File: config.mk
export PLATFORM = sky130hd
export DESIGN_NAME = mcr_top
export DESIGN_NICKNAME = d
export VERILOG_FILES = /design/src/logic/mcr_pkg.sv /design/src/logic/mcr_top.sv
export SDC_FILE = /design/constraint.sdc
export NUM_CORES = 2
export LEC_CHECK = 0
export BUFFER_PORTS_ARGS = -buffer_cell sky130_fd_sc_hd__buf_4
export CORE_AREA = 2 2 427 429
export CTS_BUF_LIST = sky130_fd_sc_hd__clkbuf_2
export DETAILED_ROUTE_END_ITERATION = 8
export DIE_AREA = 0 0 429 431
export SKIP_CTS_REPAIR_TIMING = 1
export SKIP_LAST_GASP = 1
export SYNTH_ARGS = -nofsm -noshare
export SYNTH_HDL_FRONTEND = slang
export SYNTH_SLANG_ARGS = --single-unit
File: constraint.sdc
create_clock -name CLK_IN -period 102.3 [get_ports CLK_IN]
set_input_delay 30.69 -clock CLK_IN [delete_from_list [all_inputs] [get_ports CLK_IN]]
set_output_delay 30.69 -clock CLK_IN [all_outputs]
set_load 0.03 [all_outputs]
File: src/logic/mcr_pkg.sv
package mcr_pkg;

  localparam int          ADDR_W   = 16;
  localparam int          DATA_W   = 32;
  localparam int          ACC_W    = 42;
  localparam int          PAD_W    = ACC_W - DATA_W;
  localparam int          NUM_REGS = 23;
  localparam int          IDX_W    = 5;

  // Register offsets
  localparam logic [15:0] OFS_CUR_DET_THR   = 16'h2002;
  localparam logic [15:0] OFS_NOISE_V_LO    = 16'h200B;
  localparam logic [15:0] OFS_NOISE_V_HI    = 16'h200C;
  localparam logic [15:0] OFS_NOISE_A_LO    = 16'h200D;
  localparam logic [15:0] OFS_NOISE_A_HI    = 16'h200E;
  localparam logic [15:0] OFS_NOISE_B_LO    = 16'h2010;
  localparam logic [15:0] OFS_NOISE_B_HI    = 16'h2011;
  localparam logic [15:0] OFS_DC_V          = 16'h2018;
  localparam logic [15:0] OFS_DC_A          = 16'h2020;
  localparam logic [15:0] OFS_DC_B          = 16'h2028;
  localparam logic [15:0] OFS_P1_GAIN       = 16'h20E8;
  localparam logic [15:0] OFS_P2_GAIN       = 16'h20E9;
  localparam logic [15:0] OFS_V_RMS_GAIN    = 16'h20EA;
  localparam logic [15:0] OFS_I1_RMS_GAIN   = 16'h20EB;
  localparam logic [15:0] OFS_I2_RMS_GAIN   = 16'h20EC;
  localparam logic [15:0] OFS_P1_OFFSET     = 16'h20ED;
  localparam logic [15:0] OFS_P2_OFFSET     = 16'h20EE;
  localparam logic [15:0] OFS_BPF_COEF      = 16'h20EF;
  localparam logic [15:0] OFS_P1_PULSE_THR  = 16'h20F4;
  localparam logic [15:0] OFS_P1_NOLOAD_THR = 16'h20F5;
  localparam logic [15:0] OFS_P2_PULSE_THR  = 16'h20FA;
  localparam logic [15:0] OFS_P2_NOLOAD_THR = 16'h20FB;
  localparam logic [15:0] OFS_P1_CONST_PWR  = 16'h20FC;
  localparam logic [15:0] OFS_CREEP_STATUS  = 16'h287F;

  // Storage indices, in offset table order
  localparam logic [4:0]  IDX_BPF_COEF      = 5'h11;

  // Reset values, and the alternate coefficient BPF_COEF_SLOW
  localparam logic [31:0] RST_ZERO          = 32'h00000000;
  localparam logic [31:0] RST_BPF_COEF      = 32'h889374BC;
  localparam logic [31:0] BPF_COEF_SLOW     = 32'h911D3C9C;

  // Creep status fields
  localparam int          CREEP_P1_BIT      = 7;
  localparam int          CREEP_P2_BIT      = 6;

  // Timing
  localparam longint      CLK_HZ            = 100_000_000;
  localparam longint      TICK_FAST_HZ      = 12800;
  localparam longint      TICK_SLOW_HZ      = 2979;
  localparam int          TICK_FAST_CYC     = int'(CLK_HZ / TICK_FAST_HZ);
  localparam int          TICK_SLOW_CYC     = int'(CLK_HZ / TICK_SLOW_HZ);

  typedef struct packed {
    logic signed [31:0] p1_active;
    logic signed [31:0] p2_reactive;
    logic signed [31:0] p2_active;
  } mcr_power_t;

  typedef struct packed {
    logic [31:0] cur_det_thr;
    logic [31:0] noise_v_lo;
    logic [31:0] noise_v_hi;
    logic [31:0] noise_a_lo;
    logic [31:0] noise_a_hi;
    logic [31:0] noise_b_lo;
    logic [31:0] noise_b_hi;
    logic [31:0] dc_v;
    logic [31:0] dc_a;
    logic [31:0] dc_b;
    logic [31:0] p1_gain;
    logic [31:0] p2_gain;
    logic [31:0] v_rms_gain;
    logic [31:0] i1_rms_gain;
    logic [31:0] i2_rms_gain;
    logic [31:0] p1_offset;
    logic [31:0] p2_offset;
    logic [31:0] bpf_coef;
    logic [31:0] p1_pulse_thr;
    logic [31:0] p1_noload_thr;
    logic [31:0] p2_pulse_thr;
    logic [31:0] p2_noload_thr;
    logic [31:0] p1_const_pwr;
  } mcr_cal_t;

  typedef struct packed {
    logic [41:0] p1_pulse;
    logic [41:0] p2_pulse;
    logic [41:0] p1_noload;
    logic [41:0] p2_noload;
  } mcr_thr42_t;

endpackage

File: src/logic/mcr_top.sv
// Our own choice: strobed register access.
`timescale 1ns/10ps
`default_nettype none
module mcr_top
  import mcr_pkg::*;
#(
  parameter int FAST_TICK_CYC = TICK_FAST_CYC,
  parameter int SLOW_TICK_CYC = TICK_SLOW_CYC
) (
  input  wire logic              CLK_IN,
  input  wire logic              RST_IN,
  input  wire logic              CE_IN,
  input  wire logic [15:0]       ADDR_IN,
  input  wire logic [31:0]       WDATA_IN,
  input  wire logic              WR_IN,
  input  wire logic              RD_IN,
  output logic      [31:0]       RDATA_OUT,
  input  wire logic              NOLOAD_EN_IN,
  input  wire logic              SLOW_METER_CLK_IN,
  input  wire logic              CONST_POWER_SEL_IN,
  input  wire logic              DUAL_ACTIVE_SEL_IN,
  input  wire mcr_power_t        POWER_IN,
  output mcr_cal_t               CAL_OUT,
  output mcr_thr42_t             THR42_OUT,
  output logic                   CREEP_P1_OUT,
  output logic                   CREEP_P2_OUT,
  output logic                   ACC_TICK_OUT
);

  ////////////////////////////////////////////////////////////////////////////
  // Address decode

  function automatic logic [5:0] reg_index(input logic [15:0] a);
    logic [5:0] r;
    r = 6'h3F;
    case (a)
      OFS_CUR_DET_THR:   r = 6'h00;
      OFS_NOISE_V_LO:    r = 6'h01;
      OFS_NOISE_V_HI:    r = 6'h02;
      OFS_NOISE_A_LO:    r = 6'h03;
      OFS_NOISE_A_HI:    r = 6'h04;
      OFS_NOISE_B_LO:    r = 6'h05;
      OFS_NOISE_B_HI:    r = 6'h06;
      OFS_DC_V:          r = 6'h07;
      OFS_DC_A:          r = 6'h08;
      OFS_DC_B:          r = 6'h09;
      OFS_P1_GAIN:       r = 6'h0A;
      OFS_P2_GAIN:       r = 6'h0B;
      OFS_V_RMS_GAIN:    r = 6'h0C;
      OFS_I1_RMS_GAIN:   r = 6'h0D;
      OFS_I2_RMS_GAIN:   r = 6'h0E;
      OFS_P1_OFFSET:     r = 6'h0F;
      OFS_P2_OFFSET:     r = 6'h10;
      OFS_BPF_COEF:      r = {1'b0, IDX_BPF_COEF};
      OFS_P1_PULSE_THR:  r = 6'h12;
      OFS_P1_NOLOAD_THR: r = 6'h13;
      OFS_P2_PULSE_THR:  r = 6'h14;
      OFS_P2_NOLOAD_THR: r = 6'h15;
      OFS_P1_CONST_PWR:  r = 6'h16;
      default:           r = 6'h3F;
    endcase
    return r;
  endfunction

  // Threshold widened to accumulator width
  function automatic logic [ACC_W-1:0] pad42(input logic [31:0] t);
    return {t, {PAD_W{1'b0}}};
  endfunction

  // Magnitude of a signed power sample, zero extended
  function automatic logic [ACC_W-1:0] mag42(input logic signed [31:0] p);
    logic [31:0] m;
    m = p[31] ? 32'(-p) : 32'(p);
    return {{PAD_W{1'b0}}, m};
  endfunction

  ////////////////////////////////////////////////////////////////////////////
  // Register file

  logic [31:0] regs_r   [NUM_REGS];
  logic [31:0] regs_nxt [NUM_REGS];
  logic [31:0] rdata_r;
  logic [31:0] rdata_nxt;
  logic        creep1_r;
  logic        creep2_r;
  logic [5:0]  widx;
  logic [5:0]  ridx;

  assign widx = reg_index(ADDR_IN);
  assign ridx = widx;

  always_comb begin
    for (int i = 0; i < NUM_REGS; i++) begin
      regs_nxt[i] = regs_r[i];
    end
    // Whole word only; no byte lanes, so a partial update cannot be seen
    if (WR_IN && widx < 6'(NUM_REGS)) begin
      regs_nxt[widx[IDX_W-1:0]] = WDATA_IN;
    end
    rdata_nxt = RST_ZERO;
    if (RD_IN) begin
      if (ADDR_IN == OFS_CREEP_STATUS) begin
        rdata_nxt[CREEP_P1_BIT] = creep1_r;
        rdata_nxt[CREEP_P2_BIT] = creep2_r;
      end else if (ridx < 6'(NUM_REGS)) begin
        rdata_nxt = regs_r[ridx[IDX_W-1:0]];
      end
    end
  end

  always_ff @(posedge CLK_IN) begin
    if (RST_IN) begin
      for (int i = 0; i < NUM_REGS; i++) begin
        regs_r[i] <= RST_ZERO;
      end
      regs_r[IDX_BPF_COEF] <= RST_BPF_COEF;
      rdata_r              <= RST_ZERO;
    end else if (CE_IN) begin
      for (int i = 0; i < NUM_REGS; i++) begin
        regs_r[i] <= regs_nxt[i];
      end
      rdata_r <= rdata_nxt;
    end
  end

  assign RDATA_OUT = rdata_r;

  // Raw words go to the datapath, which applies the two's complement scaling
  assign CAL_OUT.cur_det_thr   = regs_r[0];
  assign CAL_OUT.noise_v_lo    = regs_r[1];
  assign CAL_OUT.noise_v_hi    = regs_r[2];
  assign CAL_OUT.noise_a_lo    = regs_r[3];
  assign CAL_OUT.noise_a_hi    = regs_r[4];
  assign CAL_OUT.noise_b_lo    = regs_r[5];
  assign CAL_OUT.noise_b_hi    = regs_r[6];
  assign CAL_OUT.dc_v          = regs_r[7];
  assign CAL_OUT.dc_a          = regs_r[8];
  assign CAL_OUT.dc_b          = regs_r[9];
  assign CAL_OUT.p1_gain       = regs_r[10];
  assign CAL_OUT.p2_gain       = regs_r[11];
  assign CAL_OUT.v_rms_gain    = regs_r[12];
  assign CAL_OUT.i1_rms_gain   = regs_r[13];
  assign CAL_OUT.i2_rms_gain   = regs_r[14];
  assign CAL_OUT.p1_offset     = regs_r[15];
  assign CAL_OUT.p2_offset     = regs_r[16];
  assign CAL_OUT.bpf_coef      = regs_r[17];
  assign CAL_OUT.p1_pulse_thr  = regs_r[18];
  assign CAL_OUT.p1_noload_thr = regs_r[19];
  assign CAL_OUT.p2_pulse_thr  = regs_r[20];
  assign CAL_OUT.p2_noload_thr = regs_r[21];
  assign CAL_OUT.p1_const_pwr  = regs_r[22];

  assign THR42_OUT.p1_pulse  = pad42(regs_r[18]);
  assign THR42_OUT.p2_pulse  = pad42(regs_r[20]);
  assign THR42_OUT.p1_noload = pad42(regs_r[19]);
  assign THR42_OUT.p2_noload = pad42(regs_r[21]);

  ////////////////////////////////////////////////////////////////////////////
  // Accumulation tick

  logic [31:0] tick_cnt_r;
  logic [31:0] tick_cnt_nxt;
  logic        tick_r;
  logic        tick_nxt;
  logic [31:0] tick_last;

  always_comb begin
    tick_last    = SLOW_METER_CLK_IN ? 32'(SLOW_TICK_CYC - 1)
                                     : 32'(FAST_TICK_CYC - 1);
    tick_nxt     = 1'b0;
    tick_cnt_nxt = tick_cnt_r + 32'h00000001;
    // Clamp also catches a rate switch that leaves the count past its end
    if (tick_cnt_r >= tick_last) begin
      tick_cnt_nxt = RST_ZERO;
      tick_nxt     = 1'b1;
    end
  end

  always_ff @(posedge CLK_IN) begin
    if (RST_IN) begin
      tick_cnt_r <= RST_ZERO;
      tick_r     <= 1'b0;
    end else if (CE_IN) begin
      tick_cnt_r <= tick_cnt_nxt;
      tick_r     <= tick_nxt;
    end
  end

  assign ACC_TICK_OUT = tick_r;

  ////////////////////////////////////////////////////////////////////////////
  // No-load race, one lane per path

  logic [ACC_W-1:0] e1_acc_r;
  logic [ACC_W-1:0] e1_acc_nxt;
  logic [ACC_W-1:0] e2_acc_r;
  logic [ACC_W-1:0] e2_acc_nxt;
  logic [31:0]      ac1_r;
  logic [31:0]      ac1_nxt;
  logic [31:0]      ac2_r;
  logic [31:0]      ac2_nxt;
  logic             creep1_nxt;
  logic             creep2_nxt;
  logic [ACC_W-1:0] e1_in;
  logic [ACC_W-1:0] e2_in;
  logic [ACC_W-1:0] e1_sum;
  logic [ACC_W-1:0] e2_sum;

  always_comb begin
    e1_in = CONST_POWER_SEL_IN ? mag42(regs_r[22]) : mag42(POWER_IN.p1_active);
    e2_in = DUAL_ACTIVE_SEL_IN ? mag42(POWER_IN.p2_active)
                               : mag42(POWER_IN.p2_reactive);
    e1_sum     = e1_acc_r + e1_in;
    e2_sum     = e2_acc_r + e2_in;
    e1_acc_nxt = e1_acc_r;
    e2_acc_nxt = e2_acc_r;
    ac1_nxt    = ac1_r;
    ac2_nxt    = ac2_r;
    creep1_nxt = creep1_r;
    creep2_nxt = creep2_r;
    if (!NOLOAD_EN_IN) begin
      // Race restarts cleanly once detection is re-armed
      e1_acc_nxt = '0;
      e2_acc_nxt = '0;
      ac1_nxt    = RST_ZERO;
      ac2_nxt    = RST_ZERO;
      creep1_nxt = 1'b0;
      creep2_nxt = 1'b0;
    end else if (tick_r) begin
      ac1_nxt    = ac1_r + 32'h00000001;
      ac2_nxt    = ac2_r + 32'h00000001;
      e1_acc_nxt = e1_sum;
      e2_acc_nxt = e2_sum;
      // Energy is checked first, so a tie goes to metering
      if (e1_sum >= pad42(regs_r[19])) begin
        e1_acc_nxt = e1_sum - pad42(regs_r[19]);
        ac1_nxt    = RST_ZERO;
        creep1_nxt = 1'b0;
      end else if (ac1_nxt >= regs_r[19]) begin
        e1_acc_nxt = '0;
        ac1_nxt    = RST_ZERO;
        creep1_nxt = 1'b1;
      end
      if (e2_sum >= pad42(regs_r[21])) begin
        e2_acc_nxt = e2_sum - pad42(regs_r[21]);
        ac2_nxt    = RST_ZERO;
        creep2_nxt = 1'b0;
      end else if (ac2_nxt >= regs_r[21]) begin
        e2_acc_nxt = '0;
        ac2_nxt    = RST_ZERO;
        creep2_nxt = 1'b1;
      end
    end
  end

  always_ff @(posedge CLK_IN) begin
    if (RST_IN) begin
      e1_acc_r <= '0;
      e2_acc_r <= '0;
      ac1_r    <= RST_ZERO;
      ac2_r    <= RST_ZERO;
      creep1_r <= 1'b0;
      creep2_r <= 1'b0;
    end else if (CE_IN) begin
      e1_acc_r <= e1_acc_nxt;
      e2_acc_r <= e2_acc_nxt;
      ac1_r    <= ac1_nxt;
      ac2_r    <= ac2_nxt;
      creep1_r <= creep1_nxt;
      creep2_r <= creep2_nxt;
    end
  end

  assign CREEP_P1_OUT = creep1_r;
  assign CREEP_P2_OUT = creep2_r;

endmodule
`default_nettype wire

# == Word-level counts from Yosys, hierarchy flattened ==
# Memories as Yosys holds them, arrays and structs flattened.
# Cells that the tools add are included.
# classes
addsub,11
n_lt_le_gt_ge,8
eq_ne,27
mux,72
bitwise,25
reduce_logical,5
# ops
operator,n
2-to-1 mux 32 bit,42
bitwise mux 736 bit,1
2-to-1 mux 736 bit,1
equality test 16 x 14 -> 1 bit (second input constant),24
2-to-1 mux 42 bit,8
demux 32 bit (select 5 bit),1
case mux 6 bit (23 select lines),1
negator 32 bit,4
adder 32 x 1 -> 32 bit (second input constant),3
adder 42 x 32 -> 42 bit,2
greater-or-equal comparator 42 bit,2
subtractor 42 bit,2
greater-or-equal comparator 32 bit,2
greater-or-equal comparator 32 x 16 -> 1 bit,1
2-to-1 mux 24 bit,1
OR 1 bit,24
2-to-1 mux 16 bit,1
2-to-1 mux 1 bit,14
greater-or-equal comparator 6 bit (second input constant),1
less-than comparator 6 x 1 -> 1 bit (second input constant),1
less-than comparator 6 x 5 -> 1 bit (second input constant),1
2-to-1 mux 6 bit,1
!= test 3 x 1 -> 1 bit (second input constant),2
NOT 5 -> 6 bit,1
other kinds (5),7
# word_totals
regBits,215
ramBits,736
out_inout_bits,939
elab_cells,158
memories,1
# mem_list
memory,words,width,rd,rd_ports_with_merged_regs,wr,line,rtl
regs_r,23,32,24,0,23,mcr_top.sv:80,logic [31:0] regs_r [NUM_REGS];

# == Depth between registers and ports, before layout ==
# depth
ltp_word,10
mapped_depth,37
mapped_depth_nobuf,32

# == Least setup slack after synthesis ==
# No wires, ideal clock.
# synth_path
path_kind,input -> register
startpoint,in ADDR_IN[12]
endpoint,mem regs_r[17][10] (enable)
arrival_time_ps,73894
setup_slack_ps,27995
path_stages,10
path_buffers,3
cell_sequence,or4b_1 -> buf_2 -> nor4b_4 -> and2_1 -> buf_2 -> or3_1 -> nor4bb_1 -> buf_2 -> o21ai_0 -> a21boi_0
# synth_lines
element,line,rtl
"start, declared",mcr_top.sv:13,"input wire logic [15:0] ADDR_IN,"
"end, declared",mcr_top.sv:80,

# == Worst setup path in the final report ==
# layout_path
startpoint,in POWER_IN[5] in the netlist's numbering
endpoint,reg e2_acc_r[38]
# layout_via
elab_chain_len,8
elab_cells_between_ends,10
classes_between,add/sub: 3; order compare: 1; mux: 6
# layout_lines
element,line,rtl
"start, declared",mcr_top.sv:22,"input wire mcr_power_t POWER_IN,"
negator 32 bit,mcr_top.sv:73,m = p[31] ? 32'(-p) : 32'(p);
2-to-1 mux 32 bit *,mcr_top.sv:73,
2-to-1 mux 32 bit *,mcr_top.sv:211,e2_in = DUAL_ACTIVE_SEL_IN ? mag42(POWER_IN.p2_active)
adder 42 x 32 -> 42 bit *,mcr_top.sv:214,e2_sum = e2_acc_r + e2_in;
"subtractor 42 bit, or another cell as far along",mcr_top.sv:245,e2_acc_nxt = e2_sum - pad42(regs_r[21]);
2-to-1 mux 42 bit *,mcr_top.sv:244,if (e2_sum >= pad42(regs_r[21])) begin
2-to-1 mux 42 bit *,mcr_top.sv:229,end else if (tick_r) begin
2-to-1 mux 42 bit *,mcr_top.sv:221,if (!NOLOAD_EN_IN) begin
"end signal, assigned",mcr_top.sv:266,e2_acc_r <= e2_acc_nxt;
"end, declared",mcr_top.sv:196,logic [ACC_W-1:0] e2_acc_r;
# Mark *: on every way between the ends. The rest lies on a longest branch, timed or not. The select of a mux whose other input is x is not followed.
# A chain may end at the register's enable or synchronous reset.

==> metrics.txt <==
CTS H-tree depth 5; Post-Route Setup TNS 0 ns; outcome finished, final reports clean; Routed WL per cell 31.4 µm; die area 185000 µm²; Max Clk Rate 26.6 MHz; worst skew pair latency 1.90 ns; clock share of power 31.4%; register area share after synthesis 42.9%; period utilization 36.8%; vias per std cell 5.93; Final GP Congestion 0.964; vias in the first global route 59319; mapped cell area 61500 µm²; Flop pwr share 45.5%; worst-margin pin slew 1.41 ns; ys flop type edfxtp_1; die height 431 µm; largest net degree at the start of global routing 219; Total GRT Usage 34.7%; HPWL Detailed 240000 µm; final slew viol count 0; Core Rows 156; first-pass GRT wire length 458000 µm; Total Power 1010 µW; worst-path maximum fanout 26; area delta synth->final 18.6%; critical path class input port to flip-flop; Clock Path Buffers 4; GRT overflow 0; Leakage 0.0298 µW; most common cell after layout, fill and taps aside nand2_1; Layout Nets 8514; Switching Fraction 37.2%; DRC errors left 0; die width 429 µm; most frequent cells in the layout nand2_1, buf_4, a21oi_1, edfxtp_1, clkbuf_2; final setup violation count 0; FFs w/ async S/R, synth 0%; Post-Synthesis Cells 7338; Synth Register Bits 951; I/O Pins 1092; initial antenna violation count 22; Layout fillers 18299; post-synth cell types 106; post-route setup slack 64.68 ns; share of layout cells above drive strength 1 21.4%; Reg clk slew, reported paths 0.09 ns; WHS 0.456 ns; Final Skew 0.191 ns; Max VDD drop 0.0105 mV; via count 63770; CTS Buf Count 301; Setup WS pre-CTS 62.93 ns; Pint 635 µW; CTS Sinks 951; worst stage delay on the critical path 0.79 ns; combinational power share 23.2%; CP required 103.96 ns; RSZ-0062 raised after global routing no; slew margin rel. 5.76%; Max stage delay cell, worst path nor3_1; post-route ant nets 0; PortBufs 1051; TritonCTS clock tree done; Mean Syn Cell Area 8.38 µm²; Finished Core Util 40.5%; WP data arrival 39.29 ns; Root Driver clkbuf_2; Pre-Repair DR Iteration Count 8; Final Hold Vio Count 0; final WL 337000 µm; max cap viols 0; total core area 180000 µm²; Synthesis Warnings 0; PwrDens 13.9 nW/µm²; EDFF count, synth 736; Hold Crit Class flip-flop to flip-flop; 1st-iter DRT viols 8788; switching power 376 µW; Critical Path Sink Type flip-flop; Period minus WS final 37.62 ns; CP most frequent cell nand2_1; Starting Density 34.1%; startpoint types input port
state kept, by name, indices dropped and copies added (netlist names):
name          count
regs_r          736
e1_acc_r         42
e2_acc_r         42
RDATA_OUT        32
ac1_r            32
ac2_r            32
tick_cnt_r       32
ACC_TICK_OUT      1
CREEP_P1_OUT      1
CREEP_P2_OUT      1
worst max-delay path: cells and delay by family:
| kind | cells | cell delay [ns] |
|---|---|---|
| simple gates | 20 | 6.38 |
| compound gates | 5 | 1.23 |
| fa+ha+maj | 2 | 0.66 |
| xor+xnor | 1 | 0.18 |
| buf+inv | 1 | 0.12 |
through the flow:
step,std cells,cell area [µm²]
detailed placement,10214,70300
global route,10735,72900
global placement,10214,70300
CTS,10722,72900
floorplan,7377,61700
finish,10745,72900
cell type report:
type,instances,area [µm²],area share [%]
tap,2370,2970,4.07
sequential,951,26400,36.2
clock buffer,447,2240,3.07
clock inverter,61,345,0.473
antenna,23,57.6,0.0789
multi-input combinational,5619,31700,43.5
inverter,115,432,0.592
timing repair buffer,1159,8760,12.0
cells in the mapped netlist, types with 23 or more instances:
library cell | number | area [µm²]
o21a_1 | 24 | 180
buf_4 | 184 | 1380
ha_1 | 210 | 2630
a21oi_1 | 977 | 4890
dfxtp_1 | 215 | 4300
clkbuf_1 | 416 | 1560
or4_1 | 24 | 180
o22ai_1 | 111 | 694
mux2_2 | 40 | 450
and3_1 | 41 | 257
o211ai_1 | 58 | 435
mux2i_1 | 55 | 551
nand3b_1 | 28 | 210
nand4_1 | 52 | 325
o31ai_1 | 52 | 390
nor3_1 | 74 | 370
nand2_1 | 1945 | 7300
o21ai_0 | 254 | 1270
a22oi_1 | 80 | 601
buf_2 | 66 | 330
xnor2_1 | 181 | 1590
xor2_1 | 141 | 1230
a211oi_1 | 46 | 345
or3_1 | 41 | 257
nor2b_1 | 23 | 144
nand3_1 | 117 | 586
nand2b_1 | 45 | 282
a21o_1 | 70 | 526
a31oi_1 | 50 | 313
nor2_1 | 412 | 1550
and2_1 | 27 | 169
inv_1 | 115 | 432
edfxtp_1 | 736 | 22100
nor4_1 | 33 | 206
o221ai_1 | 64 | 561
o21ai_1 | 25 | 125
layer usage:
metal	up-vias	wire [µm]	track usage [%]
met1	30593	120000	40.5
li1	27769	-	-
met5	-	38	0
met3	1010	37300	9.70
met2	4392	149000	53.6
met4	6	30700	27.7
kinds of logic (layout without fill, tap and decap cells):
| group | count (synthesis) | in the layout | synth area share (%) |
|---|---|---|---|
| simple gates | 2945 | 2945 | 20.5 |
| fa+ha+maj | 214 | 214 | 4.40 |
| buf+inv | 807 | 1782 | 6.24 |
| other cells | 1 | 63 | 0.00610 |
| mux | 96 | 96 | 1.65 |
| compound gates | 2001 | 2001 | 19.7 |
| xor+xnor | 323 | 323 | 4.61 |
| flops | 951 | 951 | 42.9 |
worst paths after layout:
check	slack [ns]	to	startpoint	cells after the start
worst max-delay path	64.68	e2_acc_r[38]	POWER_IN[5]	29
worst min-delay path	0.46	RDATA_OUT[24]	RDATA_OUT[24]	2
worst max register to register	93.14	e1_acc_r[41]	regs_r[22][11]	28
worst min register to register	0.46	RDATA_OUT[24]	RDATA_OUT[24]	2
power by group through the flow:
stage / clock (µW) / combinational, µW / sequential, µW
final: 317 / 234 / 460
after global routing: 337 / 247 / 461
after CTS: 319 / 231 / 459
after detailed placement: 0 / 230 / 467
after global placement: 0 / 229 / 467
after floorplan: 0 / 118 / 504
(Power assumes the default switching activity.)
